$ cat config.mk
export PLATFORM = sky130hd
export DESIGN_NAME = uhr_regs
export DESIGN_NICKNAME = d
export VERILOG_FILES = /design/src/rtl/uhr_pkg.sv /design/src/rtl/uhr_cfg_mem.sv /design/src/rtl/uhr_pipe_decode.sv /design/src/rtl/uhr_regs.sv
export SDC_FILE = /design/constraint.sdc
export NUM_CORES = 1
export LEC_CHECK = 0
export ABC_AREA = 1
export BUFFER_PORTS_ARGS = -buffer_cell sky130_fd_sc_hd__buf_2
export CORE_ASPECT_RATIO = 0.7
export CORE_MARGIN = 2
export CORE_UTILIZATION = 39
export DETAILED_ROUTE_END_ITERATION = 8
export PLACE_DENSITY = 0.75
export SLEW_MARGIN = 30
export SYNTH_ARGS = -nofsm -noshare
export SYNTH_HDL_FRONTEND = slang
export SYNTH_SLANG_ARGS = --single-unit
$ cat constraint.sdc
create_clock -name clk_in -period 1.53 [get_ports clk_in]
set_input_delay 0.3825 -clock clk_in [delete_from_list [all_inputs] [get_ports clk_in]]
set_output_delay 0.3825 -clock clk_in [all_outputs]
set_load 0.05 [all_outputs]
$ cat src/rtl/uhr_pkg.sv
// package for the usb host interrupt and pipe configuration registers
// assumes a single 100 MHz clock domain and synchronous active-high reset
package uhr_pkg;

	// ==========================================================
	// register offsets
	localparam logic [11:0] OFF_ENABLE_CLEAR = 12'h014;
	localparam logic [11:0] OFF_ENABLE_SET = 12'h018;
	localparam logic [11:0] OFF_FLAGS = 12'h01c;
	localparam logic [11:0] OFF_SUMMARY = 12'h020;
	localparam logic [11:0] OFF_STATUS = 12'h024;
	localparam logic [11:0] OFF_PIPE_BASE = 12'h100;
	localparam logic [11:0] PIPE_STRIDE = 12'h020;
	localparam int PIPE_COUNT = 8;
	localparam int PIPE_IDX_W = 3;

	// ==========================================================
	// field layout
	localparam int FLAG_DETACH = 9;
	localparam int FLAG_ATTACH = 8;
	localparam int FLAG_MEM_ERR = 7;
	localparam int FLAG_UP_RESUME = 6;
	localparam int FLAG_DN_RESUME = 5;
	localparam int FLAG_WAKE = 4;
	localparam int FLAG_BUS_RESET = 3;
	localparam int FLAG_FRAME = 2;
	localparam logic [15:0] FLAG_MASK = 16'h03fc;
	localparam logic [7:0] CFG_MASK = 8'h3f;
	localparam int CFG_KIND_LSB = 3;
	localparam int CFG_BANK_BIT = 2;
	localparam logic [15:0] FLAGS_RESET = 16'h0000;
	localparam logic [7:0] CFG_RESET = 8'h00;

	// ==========================================================
	// pipe kinds and tokens
	localparam logic [2:0] KIND_DISABLED = 3'h0;
	localparam logic [2:0] KIND_CONTROL = 3'h1;
	localparam logic [2:0] KIND_ISO = 3'h2;
	localparam logic [2:0] KIND_BULK = 3'h3;
	localparam logic [2:0] KIND_INTERRUPT = 3'h4;
	localparam logic [2:0] KIND_EXTENDED = 3'h5;
	localparam logic [1:0] TOKEN_SETUP = 2'h0;
	localparam logic [1:0] TOKEN_IN = 2'h1;
	localparam logic [1:0] TOKEN_OUT = 2'h2;

	// ==========================================================
	// carriers
	typedef struct packed {
		logic device_detach;
		logic device_attach;
		logic mem_access_error;
		logic upstream_resume_rx;
		logic downstream_resume_tx;
		logic bus_reset_sent;
		logic frame_start_sent;
	} uhr_events_type;

	typedef struct packed {
		logic [1:0] unused;
		logic [2:0] pipe_kind;
		logic bank_count_sel;
		logic [1:0] pipe_token_kind;
	} uhr_pipe_cfg_type;

	typedef struct packed {
		logic enabled;
		logic is_control;
		logic dual_bank;
		logic [1:0] token;
	} uhr_pipe_view_type;

	typedef enum logic [1:0] {
		RD_IDLE = 2'b01,
		RD_DATA = 2'b10
	} uhr_rd_state_type;

endpackage : uhr_pkg

$ cat src/rtl/uhr_cfg_mem.sv
// per-pipe configuration storage, write port and registered read port
// assumes a write in the same cycle as the bus reset strobe may be lost
module uhr_cfg_mem
(
	input wire logic clk_in,
	input wire logic rst_in,
	input wire logic wr_en_in,
	input wire logic [uhr_pkg::PIPE_IDX_W-1:0] wr_idx_in,
	input wire logic [7:0] wr_data_in,
	input wire logic bus_reset_in,
	input wire logic [uhr_pkg::PIPE_IDX_W-1:0] rd_idx_in,
	output logic [7:0] rd_data_out,
	output uhr_pkg::uhr_pipe_cfg_type [uhr_pkg::PIPE_COUNT-1:0] cfg_out
);

	// ==========================================================
	// storage
	logic [7:0] rd_data_reg;
	uhr_pkg::uhr_pipe_cfg_type [uhr_pkg::PIPE_COUNT-1:0] cfg_reg;
	wire uhr_pkg::uhr_pipe_cfg_type [uhr_pkg::PIPE_COUNT-1:0] cfg_next;

	genvar g;
	generate
		for (g = 0; g < uhr_pkg::PIPE_COUNT; g++)
		begin : g_pipe
			wire logic hit = wr_en_in
				&& (wr_idx_in == uhr_pkg::PIPE_IDX_W'(g));
			assign cfg_next[g] = hit
				? uhr_pkg::uhr_pipe_cfg_type'(wr_data_in & uhr_pkg::CFG_MASK)
				: cfg_reg[g];
		end
	endgenerate

	always_ff @(posedge clk_in)
	begin
		if (rst_in || bus_reset_in)
			cfg_reg <= {uhr_pkg::PIPE_COUNT{uhr_pkg::CFG_RESET}};
		else
			cfg_reg <= cfg_next;
	end

	always_ff @(posedge clk_in)
	begin
		if (rst_in)
			rd_data_reg <= 8'h00;
		else
			rd_data_reg <= cfg_reg[rd_idx_in];
	end

	assign rd_data_out = rd_data_reg;
	assign cfg_out = cfg_reg;

endmodule : uhr_cfg_mem

$ cat src/rtl/uhr_pipe_decode.sv
// decodes one pipe configuration into what the transaction logic needs
// assumes a registered configuration value at its input
module uhr_pipe_decode
(
	input uhr_pkg::uhr_pipe_cfg_type cfg_in,
	output uhr_pkg::uhr_pipe_view_type view_out
);

	// ==========================================================
	// kind decode
	wire logic kind_valid = (cfg_in.pipe_kind == uhr_pkg::KIND_CONTROL)
		|| (cfg_in.pipe_kind == uhr_pkg::KIND_ISO)
		|| (cfg_in.pipe_kind == uhr_pkg::KIND_BULK)
		|| (cfg_in.pipe_kind == uhr_pkg::KIND_INTERRUPT)
		|| (cfg_in.pipe_kind == uhr_pkg::KIND_EXTENDED);
	wire logic is_ext = cfg_in.pipe_kind == uhr_pkg::KIND_EXTENDED;
	wire logic is_ctl = cfg_in.pipe_kind == uhr_pkg::KIND_CONTROL;
	// setup only on control pipes; token 3 treated as no token
	wire logic tok_ok = (cfg_in.pipe_token_kind == uhr_pkg::TOKEN_IN)
		|| (cfg_in.pipe_token_kind == uhr_pkg::TOKEN_OUT)
		|| (is_ctl && cfg_in.pipe_token_kind == uhr_pkg::TOKEN_SETUP);

	assign view_out.enabled = kind_valid && (is_ext || tok_ok);
	assign view_out.is_control = is_ctl;
	assign view_out.dual_bank = cfg_in.bank_count_sel && !is_ext
		&& !is_ctl;
	assign view_out.token = is_ext ? uhr_pkg::TOKEN_IN
		: cfg_in.pipe_token_kind;

endmodule : uhr_pipe_decode

$ cat src/rtl/uhr_regs.sv
// usb host interrupt enables, flags, pipe summary and pipe configuration
// assumes synchronous event pulses from the host port and pipe engines
// What this block does
// - writing one to enable-set bits 9..2 sets the enable; zero no change
// - reserved bits read zero; software writes them zero
// - detach sets flag bit 9
// - attach sets flag bit 8
// - ram error in an out stage sets flag bit 7
// - received upstream resume sets flag bit 6
// - sent downstream resume sets flag bit 5
// - wake bit 4: resume or detach in suspend, attach with power valid
// - sent bus reset sets flag bit 3
// - each frame start sets bit 2 and updates frame number
// - interrupt request when any enabled flag is set
// - writing one to a flag clears it; zero no effect
// - summary bit n follows pipe n pending; read only
// - pipe kind bits 5:3 decode disabled..extended; 6,7 reserved
// - bus reset clears every pipe kind
// - bank bit 2: zero single bank, one dual bank except on control and extended pipes
// - bus reset clears the bank bit
// - pipe n config at 0x100 plus n times 0x20
// - token bits 1:0 setup, in, out; 3 reserved; cleared on bus reset
// - enable set and clear share one enable store
module uhr_regs
(
	input wire logic clk_in,
	input wire logic rst_in,
	input wire logic [11:0] addr_in,
	input wire logic [15:0] wdata_in,
	input wire logic wr_in,
	input wire logic rd_in,
	output logic [15:0] rdata_out,
	input uhr_pkg::uhr_events_type events_in,
	input wire logic frame_gen_on_in,
	input wire logic bus_power_valid_in,
	input wire logic [10:0] frame_number_in,
	input wire logic [15:0] pipe_irq_pending_in,
	output logic irq_out,
	output logic [10:0] frame_number_out,
	output uhr_pkg::uhr_pipe_view_type [uhr_pkg::PIPE_COUNT-1:0] pipe_view_out
);

	// ==========================================================
	// state
	logic [15:0] enable_reg;
	logic [15:0] enable_next;
	logic [15:0] flags_reg;
	logic [15:0] flags_next;
	logic [10:0] frame_number_reg;
	logic [15:0] rdata_reg;
	logic [15:0] rdata_next;
	logic cfg_sel_reg;
	uhr_pkg::uhr_rd_state_type rd_state_reg;
	uhr_pkg::uhr_rd_state_type rd_state_next;
	wire logic [7:0] cfg_rdata;
	uhr_pkg::uhr_pipe_cfg_type [uhr_pkg::PIPE_COUNT-1:0] cfg_all;

	// ==========================================================
	// address decode
	wire logic hit_en_clr = addr_in == uhr_pkg::OFF_ENABLE_CLEAR;
	wire logic hit_en_set = addr_in == uhr_pkg::OFF_ENABLE_SET;
	wire logic hit_flags = addr_in == uhr_pkg::OFF_FLAGS;
	wire logic hit_summary = addr_in == uhr_pkg::OFF_SUMMARY;
	wire logic hit_status = addr_in == uhr_pkg::OFF_STATUS;
	wire logic [11:0] pipe_rel = addr_in - uhr_pkg::OFF_PIPE_BASE;
	wire logic hit_pipe = (addr_in >= uhr_pkg::OFF_PIPE_BASE)
		&& (pipe_rel[4:0] == 5'h00)
		&& (pipe_rel[11:5] < 7'(uhr_pkg::PIPE_COUNT));
	wire logic [uhr_pkg::PIPE_IDX_W-1:0] pipe_idx =
		pipe_rel[5 +: uhr_pkg::PIPE_IDX_W];
	wire logic wr_data_en = wr_in && hit_pipe;

	// ==========================================================
	// event sources
	wire logic [15:0] ev_base = {6'h00,
		events_in.device_detach,
		events_in.device_attach,
		events_in.mem_access_error,
		events_in.upstream_resume_rx,
		events_in.downstream_resume_tx,
		1'b0,
		events_in.bus_reset_sent,
		events_in.frame_start_sent,
		2'h0};
	wire logic wake_ev = (!frame_gen_on_in && events_in.upstream_resume_rx)
		|| (!frame_gen_on_in && events_in.device_detach)
		|| (bus_power_valid_in && events_in.device_attach);
	wire logic [15:0] ev_set = ev_base
		| (16'(wake_ev) << uhr_pkg::FLAG_WAKE);

	// ==========================================================
	// flag and enable next values
	wire logic [15:0] flag_clr = (wr_in && hit_flags) ? wdata_in
		: 16'h0000;
	wire logic [15:0] en_set = (wr_in && hit_en_set) ? wdata_in
		: 16'h0000;
	wire logic [15:0] en_clr = (wr_in && hit_en_clr) ? wdata_in
		: 16'h0000;
	// set wins over a clear in the same cycle
	assign flags_next = ((flags_reg & ~flag_clr) | ev_set)
		& uhr_pkg::FLAG_MASK;
	assign enable_next = ((enable_reg & ~en_clr) | en_set)
		& uhr_pkg::FLAG_MASK;

	always_ff @(posedge clk_in)
	begin
		if (rst_in)
		begin
			flags_reg <= uhr_pkg::FLAGS_RESET;
			enable_reg <= uhr_pkg::FLAGS_RESET;
		end
		else
		begin
			flags_reg <= flags_next;
			enable_reg <= enable_next;
		end
	end

	assign irq_out = |(flags_reg & enable_reg);

	// ==========================================================
	// frame number captured with each frame start
	always_ff @(posedge clk_in)
	begin
		if (rst_in)
			frame_number_reg <= 11'h000;
		else if (events_in.frame_start_sent)
			frame_number_reg <= frame_number_in;
	end

	assign frame_number_out = frame_number_reg;

	// ==========================================================
	// pipe configuration store and decode
	uhr_cfg_mem uhr_cfg_mem_i
	(
		.clk_in(clk_in),
		.rst_in(rst_in),
		.wr_en_in(wr_data_en),
		.wr_idx_in(pipe_idx),
		.wr_data_in(wdata_in[7:0]),
		.bus_reset_in(events_in.bus_reset_sent),
		.rd_idx_in(pipe_idx),
		.rd_data_out(cfg_rdata),
		.cfg_out(cfg_all)
	);

	genvar g;
	generate
		for (g = 0; g < uhr_pkg::PIPE_COUNT; g++)
		begin : g_view
			uhr_pipe_decode uhr_pipe_decode_i
			(
				.cfg_in(cfg_all[g]),
				.view_out(pipe_view_out[g])
			);
		end
	endgenerate

	// ==========================================================
	// read path
	wire logic [15:0] status_word = {13'h0000, bus_power_valid_in,
		frame_gen_on_in, irq_out};
	always_comb
	begin
		rdata_next = 16'h0000;
		if (rd_in)
		begin
			if (hit_en_clr || hit_en_set)
				rdata_next = enable_reg;
			else if (hit_flags)
				rdata_next = flags_reg;
			else if (hit_summary)
				rdata_next = pipe_irq_pending_in;
			else if (hit_status)
				rdata_next = status_word;
		end
	end

	assign rd_state_next = rd_in ? uhr_pkg::RD_DATA : uhr_pkg::RD_IDLE;

	always_ff @(posedge clk_in)
	begin
		if (rst_in)
		begin
			rdata_reg <= 16'h0000;
			cfg_sel_reg <= 1'b0;
			rd_state_reg <= uhr_pkg::RD_IDLE;
		end
		else
		begin
			rdata_reg <= rdata_next;
			cfg_sel_reg <= rd_in && hit_pipe;
			rd_state_reg <= rd_state_next;
		end
	end

	always_comb
	begin
		unique case (rd_state_reg)
			uhr_pkg::RD_DATA:
				rdata_out = cfg_sel_reg ? {8'h00, cfg_rdata} : rdata_reg;
			uhr_pkg::RD_IDLE:
				rdata_out = 16'h0000;
			default:
				rdata_out = 16'h0000;
		endcase
	end

endmodule : uhr_regs

==> qor.yml <==
floorplan:
  row_count: 35
  die-width_um: 142.9
  fp.coreArea_um2: 13180
  fp.dieH_um: 101.2
  initial_util_pct: 39.96
  die-area_um2: 14470
  top_level_ports: 136
run_status:
  failed_checks: "setup timing"
  status: "finished with violations"
global_routing:
  grt_antenna_before_repair: 0
  grt_pass1_vias: 5786
  grt_max_degree: 52
  grt_pass1_wl_mm: 27.87
  grt_remaining_overflow: 0
  grt_util_all_layers_pct: 24.07
setup_path:
  r2r.worst_path.cells: 10
  worstReg2RegStart: "uhr_cfg_mem_i.cfg_out[11]"
  cpPeakStageDelay_ps: 330
  worst_setup_path_start_kind: "register"
  rr_endpoint: "uhr_cfg_mem_i.rd_data_out[3]"
  critical_path.max_fanout: 2
  critical_path.slowest_cell: "dfxtp_2"
  worst-setup-path-type: "reg2out"
  crit_chain: "inv_2 > ha_4 > nor2_2 > nor2_1 > o22ai_1 > inv_1 > buf_6"
  worst_ep_arrival_time_ps: 1360
  required_ps: 1150
  worstPathBufferInverterCount: 3
  r2r_slack_ps: 80
  setup.worst_path.end_class: "primary output"
  critPathTopFamily: "flip-flops"
route:
  drc: 0
  post_drt_via_cell_ratio: 5.167
  dr.first_iter.drc_count: 713
  via_count: 6345
  drt.antenna.violating_nets: 0
  number_of_iterations_in_the_first_detailed_routing_pass: 6
  wl_per_cell_um: 14.74
  drt-total-wl_mm: 18.10
synthesis:
  postSynthNetCount: 891
  synth_area_um2: 5268
  seq_area_frac_synth_pct: 38.00
  synth.ff_latch_count: 100
  syn-instance-count: 815
  yosysTopAreaCell: "dfxtp_1"
  synth.top_cell.area_share_pct: 38.00
  yosys_warnings: 0
  synth.avg_cell_area_um2: 6.463
  ys_types: 26
  ys_top_cells_by_area: "dfxtp_1 38%, nand2_1 13%, nor2_1 9.5%, nand4_1 8.2%, inv_1 7.4%"
timing:
  ratio_of_final_minimum_period_to_clock_period_pct: 114.1
  fin_worst_skew_ps: 4.738
  drv_slew: 0
  timing_worst_slew_pin_value_ps: 515.8
  final_setup_vio_count: 50
  period_minus_slack_ps: 1745
  clock.fmax_mhz: 573.0
  finalHoldViolCount: 0
  grt_setup_unrepaired: "yes"
  max-slew-margin-rel_pct: 65.62
  setup_ws_ps: -215.2
clock_tree:
  cts.root.buffer_cell: "clkbuf_16"
  worst_path_clk_slew_ps: 70
  worst_skew_pair.late_latency_ps: 350
  cts-root-to-sink-buffers: 2
  tritoncts: "built"
  cts.sink_count: 100
  ctsHtreeMaxLevel: 3
  cts_hold_buf: 0
  cts-buffers-inserted: 9
final_layout:
  drive_gt1_share_pct: 43.05
  design.final.nets: 1114
  antenna_cells: 0
  fillerInstances: 1052
  layoutNonFillerInstCount: 1228
  largest_register_ff_count: 48
  synthesis_to_layout_area_growth_pct: 59.52
worst_hold_path:
  timing.hold.worst_path_depth: 3
  holdCritStartpoint: "pipe_irq_pending_in[14]"
  hold-path-endpoint: "rdata_reg[14]"
  min_path_type: "in2reg"
placed_design:
  gp_congestion: 0.9451
  dp_hpwl_mm: 12.26
  placed_insts: 1175
  pre_cts_ws_ps: -258.9
  port-buffer-count: 129
job:
  timing.max_cap.violations: 0
power_and_ir_drop:
  worst_supply_voltage_drop_on_vdd_v: 0.0005824
  power_per_cell_area_nw_per_um2: 664.3
  cellLeakagePower_uw: 0.003698
-- power breakdown --
part / internal, uW / switching, uW
Sequential: 2640 / 22.2
Clock: 1320 / 1030
Combinational: 187 / 380
-- final cells by class --
cell class | count | area, um2 | share of cell area [%]
inverter | 106 | 402.9 | 4.795
clock buffer | 10 | 239.0 | 2.844
timing repair buffer | 258 | 2202 | 26.21
tap | 185 | 231.5 | 2.755
clock inverter | 6 | 70.07 | 0.8338
sequential | 100 | 2057 | 24.48
multi-input combinational | 563 | 3201 | 38.09
-- how the worst max path moves through the flow --
stage | from | endpoint | slack (ps) | cells past startpoint
3_5_place_dp | addr_in[1] | uhr_cfg_mem_i.cfg_out[40] | -260 | 8
6_report | uhr_cfg_mem_i.cfg_out[48] | pipe_view_out[34] | -220 | 7
3_3_place_gp | addr_in[1] | uhr_cfg_mem_i.cfg_out[19] | -210 | 8
4_1_cts | uhr_cfg_mem_i.cfg_out[33] | pipe_view_out[24] | -240 | 7
2_1_floorplan | cfg_sel_reg | rdata_out[10] | -150 | 4
5_1_grt | uhr_cfg_mem_i.cfg_out[48] | pipe_view_out[34] | -290 | 7
-- cell families (layout without fill, tap and decap cells) --
family | count (synthesis) | after routing | synth area share (%)
simple gates | 434 | 434 | 35.82
buf+inv | 152 | 380 | 11.71
compound gates | 115 | 115 | 11.57
flops | 100 | 100 | 38.00
fa+ha+maj | 8 | 8 | 1.900
xor+xnor | 6 | 6 | 0.9976
-- worst register-to-register path, cell delays in order (launching register included) --
cell and delay [ps]:
dfxtp_2 320, inv_2 70, buf_4 100, buf_4 90, buf_4 90, buf_4 90, buf_4 90, buf_4 90
nor2_1 40, nor4_1 270, nor2_1 80
-- through the flow --
stage	TNS [ps]	power [uW]	cell area [um2]	hold slack (ps)	util, %
floorplan	-285.6	3015	5364	439.6	-
global placement	-11020	3257	6779	448.0	51.43
detailed placement	-13850	3264	6779	454.8	51.43
CTS	-6294	5579	7948	235.3	60.29
global route	-9221	5764	8403	245.5	63.75
finish	-6410	5582	8403	243.0	63.75
-- cell usage after synthesis --
cell type / n
nand2_1: 185
nor2_1: 134
inv_1: 104
dfxtp_1: 100
a21oi_1: 76
nand4_1: 69
nand3_1: 32
clkbuf_1: 23
o21ai_0: 22
buf_2: 10
buf_4: 9
ha_1: 8
o22ai_1: 8
a22oi_1: 7
xor2_1: 6
buf_1: 4
nor2_2: 3
nor3_1: 3
nor4_1: 3
nand2_2: 2
nor2_4: 2
a211oi_1: 1
a22o_1: 1
clkinv_1: 1
inv_2: 1
nand3_2: 1
-- placed cells by master, fill, tap and decap left out, drive strengths merged --
| cell | n |
|---|---|
| buf | 257 |
| nand2 | 187 |
| nor2 | 139 |
| inv | 107 |
| dfxtp | 100 |
| a21oi | 76 |
| nand4 | 69 |
| nand3 | 33 |
| o21ai | 22 |
| clkbuf | 11 |
| ha | 8 |
| o22ai | 8 |
| a22oi | 7 |
| xor2 | 6 |
| nor4 | 3 |
| nor3 | 3 |
| clkinvlp | 3 |
| a22o | 1 |
| clkinv | 1 |
| a211oi | 1 |
| bufinv | 1 |
-- metal layers --
metal,up-vias,routed length [um],track usage (%),part of all wire (%)
li1,3089,-,-,-
met3,47,1705,6.099,9.4
met5,-,0,0,0
met1,2897,8046,34.75,44
met4,0,454,7.845,2.5
met2,312,7890,35.11,44
-- repair_timing --
action / CTS / global route
setup buffers: 24 / 14
setup endpoints to repair: 57 / 80
resized for setup: 261 / 87
cloned: 0 / 1
pin swaps: 49 / 46
(Power assumes the default switching activity.)
